$ cat src/dcc_pkg.sv
// Package with register map, field layout and constants for the dual comparator control
package dcc_pkg;
    localparam logic [7:0] ADDR_CTRL0   = 8'h9E;
    localparam logic [7:0] ADDR_CTRL1   = 8'h9F;
    localparam logic [7:0] CTRL_RESET   = 8'h00;
    localparam int         BIT_ON       = 7;
    localparam int         BIT_RESULT   = 6;
    localparam int         BIT_RISE     = 5;
    localparam int         BIT_FALL     = 4;
    localparam int         POS_HI       = 3;
    localparam int         POS_LO       = 2;
    localparam int         NEG_HI       = 1;
    localparam int         NEG_LO       = 0;
    localparam int         NUM_CMP      = 2;
    // Hysteresis codes driven to the analog core
    localparam logic [1:0] HYST_OFF     = 2'h0;
    localparam logic [1:0] HYST_2MV     = 2'h1;
    localparam logic [1:0] HYST_4MV     = 2'h2;
    localparam logic [1:0] HYST_10MV    = 2'h3;

    typedef struct packed {
        logic       on;
        logic       rise_flag;
        logic       fall_flag;
        logic [1:0] pos_hyst_sel;
        logic [1:0] neg_hyst_sel;
    } dcc_ctrl_t;

    localparam dcc_ctrl_t CTRL_INIT = '{1'b0, 1'b0, 1'b0, HYST_OFF, HYST_OFF};
endpackage : dcc_pkg

$ cat src/dcc_sync_if.sv
// Interface carrying one synchronised comparator result and its edge pulses
`timescale 1ns/10ps
interface dcc_sync_if;
    logic level;
    logic rise;
    logic fall;
    modport src (output level, output rise, output fall);
    modport dst (input level, input rise, input fall);
endinterface : dcc_sync_if

$ cat src/dcc_sync.sv
// Two-stage synchroniser with edge detection for one comparator output
`timescale 1ns/10ps
module dcc_sync (
    input  wire logic clk,
    input  wire logic reset,
    input  wire logic raw_in,
    dcc_sync_if.src   sync
);
    typedef struct packed {
        logic meta;
        logic stable;
        logic last;
    } dcc_sync_state_t;

    dcc_sync_state_t state;
    dcc_sync_state_t next_state;

    always_comb begin
        next_state        = state;
        next_state.meta   = raw_in;
        next_state.stable = state.meta;
        next_state.last   = state.stable;
    end

    always_ff @(posedge clk) begin
        if (reset) begin
            state <= '0;
        end else begin
            state <= next_state;
        end
    end

    assign sync.level = state.stable;
    assign sync.rise  = state.stable & ~state.last;
    assign sync.fall  = ~state.stable & state.last;

    property p_sync_delay;
        @(posedge clk) disable iff (reset)
        $rose(raw_in) ##1 raw_in |=> sync.level;
    endproperty
    a_sync_delay: assert property (p_sync_delay) else $error("Level not synced in two cycles");
endmodule : dcc_sync

$ cat src/dcc_top.sv
// Control and status logic for two voltage comparators
// What this block does
// - Bit 7 write turns comparator on/off
// - Disabled: pin output low, interrupts suspended
// - Detect rising and falling output edges
// - Falling edge sets bit 4 flag
// - Rising edge sets bit 5 flag
// - Flags stay set until software clears
// - Bit 6 shows present comparator result
// - Bits 3-2 select positive hysteresis
// - Bits 1-0 select negative hysteresis
// - Only comparator0 may request device reset
// - Comparator1 mirrors comparator0 layout
// - Pin driver open-drain or push-pull
`timescale 1ns/10ps
module dcc_top (
    input  wire logic       clk,
    input  wire logic       reset,
    input  wire logic [7:0] reg_addr,
    input  wire logic       reg_wr,
    input  wire logic [7:0] reg_wdata,
    output logic      [7:0] reg_rdata,
    input  wire logic [1:0] cmp_raw,
    input  wire logic [1:0] pin_open_drain,
    input  wire logic       cmp0_reset_src_en,
    output logic      [1:0] cmp_power_on,
    output logic      [1:0] pos_hyst_sel,
    output logic      [1:0] neg_hyst_sel_0,
    output logic      [1:0] pos_hyst_sel_1,
    output logic      [1:0] neg_hyst_sel_1,
    output logic      [1:0] pin_out,
    output logic      [1:0] pin_oe,
    output logic      [1:0] rise_event,
    output logic      [1:0] fall_event,
    output logic            cmp0_reset_req
);
    typedef struct packed {
        dcc_pkg::dcc_ctrl_t [1:0] ctrl;
        logic [1:0]               route;
        logic [1:0]               rise_evt;
        logic [1:0]               fall_evt;
        logic                     reset_req;
        logic [7:0]               rdata;
    } dcc_state_t;

    dcc_state_t state;
    dcc_state_t next_state;
    logic [1:0] level;
    logic [1:0] rise;
    logic [1:0] fall;
    logic [1:0] wr_hit;

    genvar g;
    generate
        for (g = 0; g < dcc_pkg::NUM_CMP; g++) begin : g_cmp
            dcc_sync_if sif ();
            dcc_sync u_sync (
                .clk    (clk),
                .reset  (reset),
                .raw_in (cmp_raw[g]),
                .sync   (sif.src)
            );
            assign level[g] = sif.level;
            assign rise[g]  = sif.rise;
            assign fall[g]  = sif.fall;
        end
    endgenerate

    assign wr_hit[0] = reg_wr && (reg_addr == dcc_pkg::ADDR_CTRL0);
    assign wr_hit[1] = reg_wr && (reg_addr == dcc_pkg::ADDR_CTRL1);

    function automatic logic [7:0] pack_ctrl(input dcc_pkg::dcc_ctrl_t c, input logic res);
        logic [7:0] v;
        v                       = '0;
        v[dcc_pkg::BIT_ON]      = c.on;
        v[dcc_pkg::BIT_RESULT]  = res;
        v[dcc_pkg::BIT_RISE]    = c.rise_flag;
        v[dcc_pkg::BIT_FALL]    = c.fall_flag;
        v[dcc_pkg::POS_HI:dcc_pkg::POS_LO] = c.pos_hyst_sel;
        v[dcc_pkg::NEG_HI:dcc_pkg::NEG_LO] = c.neg_hyst_sel;
        return v;
    endfunction : pack_ctrl

    always_comb begin
        next_state = state;
        for (int i = 0; i < dcc_pkg::NUM_CMP; i++) begin
            if (wr_hit[i]) begin
                next_state.ctrl[i].on           = reg_wdata[dcc_pkg::BIT_ON];
                next_state.ctrl[i].rise_flag    = reg_wdata[dcc_pkg::BIT_RISE];
                next_state.ctrl[i].fall_flag    = reg_wdata[dcc_pkg::BIT_FALL];
                next_state.ctrl[i].pos_hyst_sel =
                    reg_wdata[dcc_pkg::POS_HI:dcc_pkg::POS_LO];
                next_state.ctrl[i].neg_hyst_sel =
                    reg_wdata[dcc_pkg::NEG_HI:dcc_pkg::NEG_LO];
            end
            // Edge sets win over a same-cycle software write
            if (state.ctrl[i].on && rise[i]) begin
                next_state.ctrl[i].rise_flag = 1'b1;
            end
            if (state.ctrl[i].on && fall[i]) begin
                next_state.ctrl[i].fall_flag = 1'b1;
            end
            next_state.rise_evt[i] = state.ctrl[i].on & rise[i];
            next_state.fall_evt[i] = state.ctrl[i].on & fall[i];
            next_state.route[i]    = state.ctrl[i].on & level[i];
        end
        // Reset request on comparator0 low result while enabled
        next_state.reset_req = cmp0_reset_src_en & state.ctrl[0].on & ~level[0];
        if (reg_addr == dcc_pkg::ADDR_CTRL0) begin
            next_state.rdata = pack_ctrl(state.ctrl[0], level[0]);
        end else if (reg_addr == dcc_pkg::ADDR_CTRL1) begin
            next_state.rdata = pack_ctrl(state.ctrl[1], level[1]);
        end else begin
            next_state.rdata = '0;
        end
    end

    always_ff @(posedge clk) begin
        if (reset) begin
            state      <= '0;
            state.ctrl <= {dcc_pkg::CTRL_INIT, dcc_pkg::CTRL_INIT};
        end else begin
            state <= next_state;
        end
    end

    assign reg_rdata      = state.rdata;
    assign cmp_power_on   = {state.ctrl[1].on, state.ctrl[0].on};
    assign pos_hyst_sel   = state.ctrl[0].pos_hyst_sel;
    assign neg_hyst_sel_0 = state.ctrl[0].neg_hyst_sel;
    assign pos_hyst_sel_1 = state.ctrl[1].pos_hyst_sel;
    assign neg_hyst_sel_1 = state.ctrl[1].neg_hyst_sel;
    assign rise_event     = state.rise_evt;
    assign fall_event     = state.fall_evt;
    assign cmp0_reset_req = state.reset_req;
    // Open drain drives only the low level; push-pull drives always
    generate
        for (g = 0; g < dcc_pkg::NUM_CMP; g++) begin : g_pin
            assign pin_out[g] = state.route[g];
            assign pin_oe[g]  = pin_open_drain[g] ? ~state.route[g] : 1'b1;
        end
    endgenerate

    property p_off_low;
        @(posedge clk) disable iff (reset)
        !state.ctrl[0].on |=> !pin_out[0];
    endproperty
    a_off_low: assert property (p_off_low) else $error("Disabled output not low");

    property p_off_no_evt;
        @(posedge clk) disable iff (reset)
        !state.ctrl[1].on |=> !rise_event[1] && !fall_event[1];
    endproperty
    a_off_no_evt: assert property (p_off_no_evt) else $error("Event while disabled");

    property p_on_write;
        @(posedge clk) disable iff (reset)
        wr_hit[0] |=> cmp_power_on[0] == $past(reg_wdata[dcc_pkg::BIT_ON]);
    endproperty
    a_on_write: assert property (p_on_write) else $error("Enable write lost");

    property p_rise_set;
        @(posedge clk) disable iff (reset)
        state.ctrl[0].on && rise[0] |=> state.ctrl[0].rise_flag;
    endproperty
    a_rise_set: assert property (p_rise_set) else $error("Rise flag not set");

    property p_fall_set;
        @(posedge clk) disable iff (reset)
        state.ctrl[1].on && fall[1] |=> state.ctrl[1].fall_flag;
    endproperty
    a_fall_set: assert property (p_fall_set) else $error("Fall flag not set");

    property p_sticky;
        @(posedge clk) disable iff (reset)
        state.ctrl[0].rise_flag && !wr_hit[0] |=> state.ctrl[0].rise_flag;
    endproperty
    a_sticky: assert property (p_sticky) else $error("Flag cleared without write");

    property p_result;
        @(posedge clk) disable iff (reset)
        reg_addr == dcc_pkg::ADDR_CTRL1 |=> reg_rdata[dcc_pkg::BIT_RESULT] == $past(level[1]);
    endproperty
    a_result: assert property (p_result) else $error("Result bit wrong");

    property p_hyst;
        @(posedge clk) disable iff (reset)
        wr_hit[1] |=> pos_hyst_sel_1 == $past(reg_wdata[dcc_pkg::POS_HI:dcc_pkg::POS_LO])
                      && neg_hyst_sel_1 == $past(reg_wdata[dcc_pkg::NEG_HI:dcc_pkg::NEG_LO]);
    endproperty
    a_hyst: assert property (p_hyst) else $error("Hysteresis code wrong");

    property p_reset_src;
        @(posedge clk) disable iff (reset)
        cmp0_reset_req |-> $past(state.ctrl[0].on) && $past(cmp0_reset_src_en);
    endproperty
    a_reset_src: assert property (p_reset_src) else $error("Bad reset request");

    // Mirror checks for the other comparator, then further checks that each cover one comparator only
    property p_off_low_1;
        @(posedge clk) disable iff (reset)
        !state.ctrl[1].on |=> !pin_out[1];
    endproperty
    a_off_low_1: assert property (p_off_low_1) else $error("Output 1 not low");

    property p_off_no_evt_0;
        @(posedge clk) disable iff (reset)
        !state.ctrl[0].on |=> !rise_event[0] && !fall_event[0];
    endproperty
    a_off_no_evt_0: assert property (p_off_no_evt_0) else $error("Event 0 while off");

    property p_route_0;
        @(posedge clk) disable iff (reset)
        state.ctrl[0].on |=> pin_out[0] == $past(level[0]);
    endproperty
    a_route_0: assert property (p_route_0) else $error("Output 0 not routed");

    property p_on_write_1;
        @(posedge clk) disable iff (reset)
        wr_hit[1] |=> cmp_power_on[1] == $past(reg_wdata[dcc_pkg::BIT_ON]);
    endproperty
    a_on_write_1: assert property (p_on_write_1) else $error("Enable 1 write lost");

    property p_rise_set_1;
        @(posedge clk) disable iff (reset)
        state.ctrl[1].on && rise[1] |=> state.ctrl[1].rise_flag;
    endproperty
    a_rise_set_1: assert property (p_rise_set_1) else $error("Rise flag 1 not set");

    property p_fall_set_0;
        @(posedge clk) disable iff (reset)
        state.ctrl[0].on && fall[0] |=> state.ctrl[0].fall_flag;
    endproperty
    a_fall_set_0: assert property (p_fall_set_0) else $error("Fall flag 0 not set");

    property p_sticky_fall;
        @(posedge clk) disable iff (reset)
        state.ctrl[0].fall_flag && !wr_hit[0] |=> state.ctrl[0].fall_flag;
    endproperty
    a_sticky_fall: assert property (p_sticky_fall) else $error("Fall flag dropped");

    property p_sticky_1;
        @(posedge clk) disable iff (reset)
        state.ctrl[1].rise_flag && !wr_hit[1] |=> state.ctrl[1].rise_flag;
    endproperty
    a_sticky_1: assert property (p_sticky_1) else $error("Flag 1 dropped");

    property p_result_0;
        @(posedge clk) disable iff (reset)
        reg_addr == dcc_pkg::ADDR_CTRL0 |=> reg_rdata[dcc_pkg::BIT_RESULT] == $past(level[0]);
    endproperty
    a_result_0: assert property (p_result_0) else $error("Result bit 0 wrong");

    property p_hyst_0;
        @(posedge clk) disable iff (reset)
        wr_hit[0] |=> pos_hyst_sel == $past(reg_wdata[dcc_pkg::POS_HI:dcc_pkg::POS_LO])
                      && neg_hyst_sel_0 == $past(reg_wdata[dcc_pkg::NEG_HI:dcc_pkg::NEG_LO]);
    endproperty
    a_hyst_0: assert property (p_hyst_0) else $error("Hysteresis 0 wrong");

    property p_neg_hold_1;
        @(posedge clk) disable iff (reset)
        !wr_hit[1] |=> neg_hyst_sel_1 == $past(neg_hyst_sel_1);
    endproperty
    a_neg_hold_1: assert property (p_neg_hold_1) else $error("Neg code 1 moved");

    property p_pos_hold_0;
        @(posedge clk) disable iff (reset)
        !wr_hit[0] |=> pos_hyst_sel == $past(pos_hyst_sel);
    endproperty
    a_pos_hold_0: assert property (p_pos_hold_0) else $error("Pos code 0 moved");

    property p_push_pull;
        @(posedge clk) disable iff (reset)
        !pin_open_drain[1] |-> pin_oe[1];
    endproperty
    a_push_pull: assert property (p_push_pull) else $error("Push-pull not driven");

    property p_open_drain;
        @(posedge clk) disable iff (reset)
        pin_open_drain[0] |-> pin_oe[0] == !pin_out[0];
    endproperty
    a_open_drain: assert property (p_open_drain) else $error("Open-drain enable wrong");

    property p_evt_pulse;
        @(posedge clk) disable iff (reset)
        rise_event[0] |=> !rise_event[0];
    endproperty
    a_evt_pulse: assert property (p_evt_pulse) else $error("Rise event too long");

    property p_reset_set;
        @(posedge clk) disable iff (reset)
        cmp0_reset_src_en && state.ctrl[0].on && !level[0] |=> cmp0_reset_req;
    endproperty
    a_reset_set: assert property (p_reset_set) else $error("Reset request missing");

    property p_fall_evt_1;
        @(posedge clk) disable iff (reset)
        state.ctrl[1].on && fall[1] |=> fall_event[1];
    endproperty
    a_fall_evt_1: assert property (p_fall_evt_1) else $error("Fall event 1 missing");

    c_rise:  cover property (@(posedge clk) disable iff (reset) rise_event[0]);
    c_fall:  cover property (@(posedge clk) disable iff (reset) fall_event[1]);
    c_rreq:  cover property (@(posedge clk) disable iff (reset) cmp0_reset_req);
    c_clear: cover property (@(posedge clk) disable iff (reset)
                             state.ctrl[0].rise_flag ##1 !state.ctrl[0].rise_flag);
    c_od:    cover property (@(posedge clk) disable iff (reset)
                             pin_open_drain[0] && !pin_oe[0]);
endmodule : dcc_top

$ cat config.mk
export PLATFORM = sky130hd
export DESIGN_NAME = dcc_top
export DESIGN_NICKNAME = d
export VERILOG_FILES = /design/src/dcc_pkg.sv /design/src/dcc_sync_if.sv /design/src/dcc_sync.sv /design/src/dcc_top.sv
export SDC_FILE = /design/constraint.sdc
export NUM_CORES = 1
export LEC_CHECK = 0
export BUFFER_PORTS_ARGS = -buffer_cell sky130_fd_sc_hd__buf_2
export CORE_MARGIN = 2
export CORE_UTILIZATION = 49
export CTS_CLUSTER_DIAMETER = 50
export DETAILED_ROUTE_END_ITERATION = 10
export GPL_TIMING_DRIVEN = 0
export PLACE_DENSITY = 0.78
export SLEW_MARGIN = 20
export SYNTH_ARGS = -nofsm -noshare
export SYNTH_HDL_FRONTEND = slang
export SYNTH_HIERARCHICAL = 1
export SYNTH_SLANG_ARGS = --single-unit
$ cat constraint.sdc
create_clock -name clk -period 1.8 [get_ports clk]
set_input_delay 0.27 -clock clk [delete_from_list [all_inputs] [get_ports clk]]
set_output_delay 0.27 -clock clk [all_outputs]
set_load 0.02 [all_outputs]
==> impl_results.md <==
- CP Data Arrival Time: ~1.1 ns
- H-Tree Depth: 2
- Status: completed
- CTS Buf Count: 5
- # DRC: 0
- CP Class: reg2out
- DP Wirelength: roughly 2200 um
- #FFs+latches synth: 35
- RSZ-0062 raised after global routing: no
- Post-Syn Instances: roughly 160
- Slew Viols, Final: 0
- Slew headroom: a little over two fifths
- First-pass GRT wire length: approximately 4300 um
- Lkg Pwr: roughly 0.92 nW
- Placed cells: about 240
- Sinks on Clock Net: 35
- # resized after CTS: 0
- Starting Density: between 50% and 60%
- CP Capture Type: output pin
- Reg2Reg Depth: 3
- Fin crit period: around 1.4 ns
- Worst hold path cell count: 2
- Worst Path Required: between 1.5 and 2 ns
- Antenna-violating nets left: 0
- Die area: approximately 3500 um^2
- Hold endpoint: g_cmp[1].u_sync/next_state[1]
- Final hold violations: 0
- Max Fclk: between 0.7 and 0.8 GHz
- Total wire length: around 2800 um
- Endpoints failing setup: 0
- Maximum fanout along the worst path: 7
- Gr usage total: roughly 17%
- Clock Tree Root: clkbuf_4
- CTS tree: built
- Ports: 51
- Vias in the first global route: ~1000
- Initial antenna violation count: 0
- Gr ovfl total: 0
- Post-Layout Cell Count: between 200 and 250
- Peak supply drop: 625 uV
- Syn nets: ~180
- CTS clk-pin slew, worst paths: about 0.10 ns
- Via/cell ratio: about 4.9
- Final worst-path cycle share: approximately 76%
- Sequential fraction of the synthesis area: ~47%
- Area grow syn2layout: 25.8%
- Area of the core: 2980 um^2
- Initial DRC count: 12
- Avg Inst Size Synth: about 9.7 um^2
- Synth Warn #: 6
- Hold buffers post-CTS: 0
- Post-synth cell types: 23
- Syn Std Cell Area: around 1500 um^2
- Final core utilization: 63.5%
- CTS max path bufs: 2
- Final setup TNS: 0 ns
- Clock Skew: 0.00880 ns
- Worst setup SP type: register
- Hold Crit Class: in2reg
- Ant. Diodes: 0
- Reg2reg setup slack: between 0.6 and 0.7 ns
- Layout cells sized above 1: 39.6%
- Pin count of the biggest net entering global routing: 13
- Setup Buffers After CTS: 0
- Worst Tran Pin Value: approximately 0.83 ns
- Pre-Repair DR Iteration Count: 4
- IO buf count: between 40 and 50
- Min-Delay Startpoint: cmp_raw[1]
- Power Dens Cells: around 800 nW/um^2
- Row cnt: 20
- Reg2reg end: state[19]
- Die height: between 50 and 60 um
- FF-to-FF Start: cmp_power_on[0]
- Max_cap viols: 0
- Avg WL per Cell: ~12 um
- Nets@finish: between 200 and 250
- Chip width: approximately 59 um
- Clk_lat worst skew: 0.34 ns
- Vias: roughly 1200
- Final GP Congestion: 0.876
- Tot Pwr: between 0.0015 and 0.002 W
==> placed cells by master, fill, tap and decap left out <==
cell type  count
nand4bb_1      1
nor4bb_1       1
clkbuf_4       5
a21oi_1        4
mux2i_1       18
and4_1         1
or4_1          1
a221oi_1       4
or3_1          1
nor2b_1       10
dfxtp_1       35
a211oi_1       2
buf_2         51
nand2b_1      15
nor4_2         1
bufinv_16      2
buf_4         24
and2_1         1
nand3_1        3
nand2_1        6
nor2_1        14
inv_1          3
inv_2          1
nor3b_1        3
clkbuf_1       5
==> cell type report <==
| type | count | area [um^2] |
|---|---|---|
| clock buffer | 6 | 41.3 |
| fill | 268 | 1090 |
| multi-input combinational | 86 | 582 |
| clock inverter | 2 | 60.1 |
| inverter | 4 | 15.0 |
| timing repair buffer | 49 | 245 |
| sequential | 35 | 701 |
| tap | 33 | 41.3 |
| buffer | 30 | 205 |
==> report_power, final <==
| group | leakage, nW | total [W] | switching [W] | internal, W |
|---|---|---|---|---|
| Combinational | 0.581 | 0.0000769 | 0.0000377 | 0.0000392 |
| Sequential | 0.283 | 0.000783 | 0.00000336 | 0.000780 |
| Clock | 0.0525 | 0.000685 | 0.000251 | 0.000433 |
==> registers in the layout (all words and copies together), names as in the netlist <==
signal	flops
cmp0_reset_req	1
cmp_power_on	2
fall_event	2
g_cmp.u_sync/next_state	2
g_cmp.u_sync/state	2
g_cmp.u_sync/sync.level	2
neg_hyst_sel_0	2
neg_hyst_sel_1	2
pin_out	2
pos_hyst_sel	2
pos_hyst_sel_1	2
reg_rdata	8
rise_event	2
state	4
==> worst max-delay path by stage <==
stage / start / to / cells after the start
floorplan: reg_addr[5] / cmp_power_on[1] / 4
global placement: reg_addr[5] / cmp_power_on[0] / 4
detailed placement: reg_addr[5] / pos_hyst_sel[1] / 4
CTS: cmp_power_on[1] / cmp_power_on[1] / 2
global route: cmp_power_on[1] / cmp_power_on[1] / 2
finish: cmp_power_on[1] / cmp_power_on[1] / 2
==> per-layer routing <==
layer	track usage, %	vias up	wire length, um
met5	0	-	0
met4	10.4	0	63
met3	6.55	7	123
met2	27.2	29	1520
met1	19.2	558	1130
li1	-	609	-
==> metrics by stage <==
stage,hold WS [ns],setup WS [ns],instance area [um^2]
2_1_floorplan,0.342,0.459,1500
5_1_grt,0.123,0.408,1890
3_3_place_gp,0.420,0.182,1790
3_5_place_dp,0.428,0.129,1790
4_1_cts,0.134,0.441,1890
6_report,0.142,0.441,1890
==> cell usage after synthesis <==
master | number | area share (%)
dfxtp_1 | 35 | 47
buf_4 | 24 | 12
mux2i_1 | 18 | 12
nand2b_1 | 15 | 6.2
nor2_1 | 14 | 3.5
nor2b_1 | 10 | 4.2
nand2_1 | 6 | 1.5
a21oi_1 | 4 | 1.3
a221oi_1 | 4 | 2.3
clkbuf_1 | 4 | 1.0
inv_1 | 3 | 0.75
nand3_1 | 3 | 1.0
nor3b_1 | 3 | 1.5
a211oi_1 | 2 | 1.0
buf_2 | 2 | 0.67
and2_1 | 1 | 0.42
and4_1 | 1 | 0.58
inv_2 | 1 | 0.25
nand4bb_1 | 1 | 0.75
nor4_2 | 1 | 0.83
nor4bb_1 | 1 | 0.67
or3_1 | 1 | 0.42
or4_1 | 1 | 0.50
==> cell families after synthesis <==
kind of cell,synth area share (%)
muxes,12.0
DFF,46.6
buffers and inverters,14.7
and+or+nand+nor,22.1
AOI/OAI and AO/OA,4.66
==> critical path, stage by stage (launching register included) <==
cell     delay, ns
dfxtp_1       0.46
buf_4         0.15
buf_2         0.15
No activity file was read; power rests on OpenSTA's default activity.
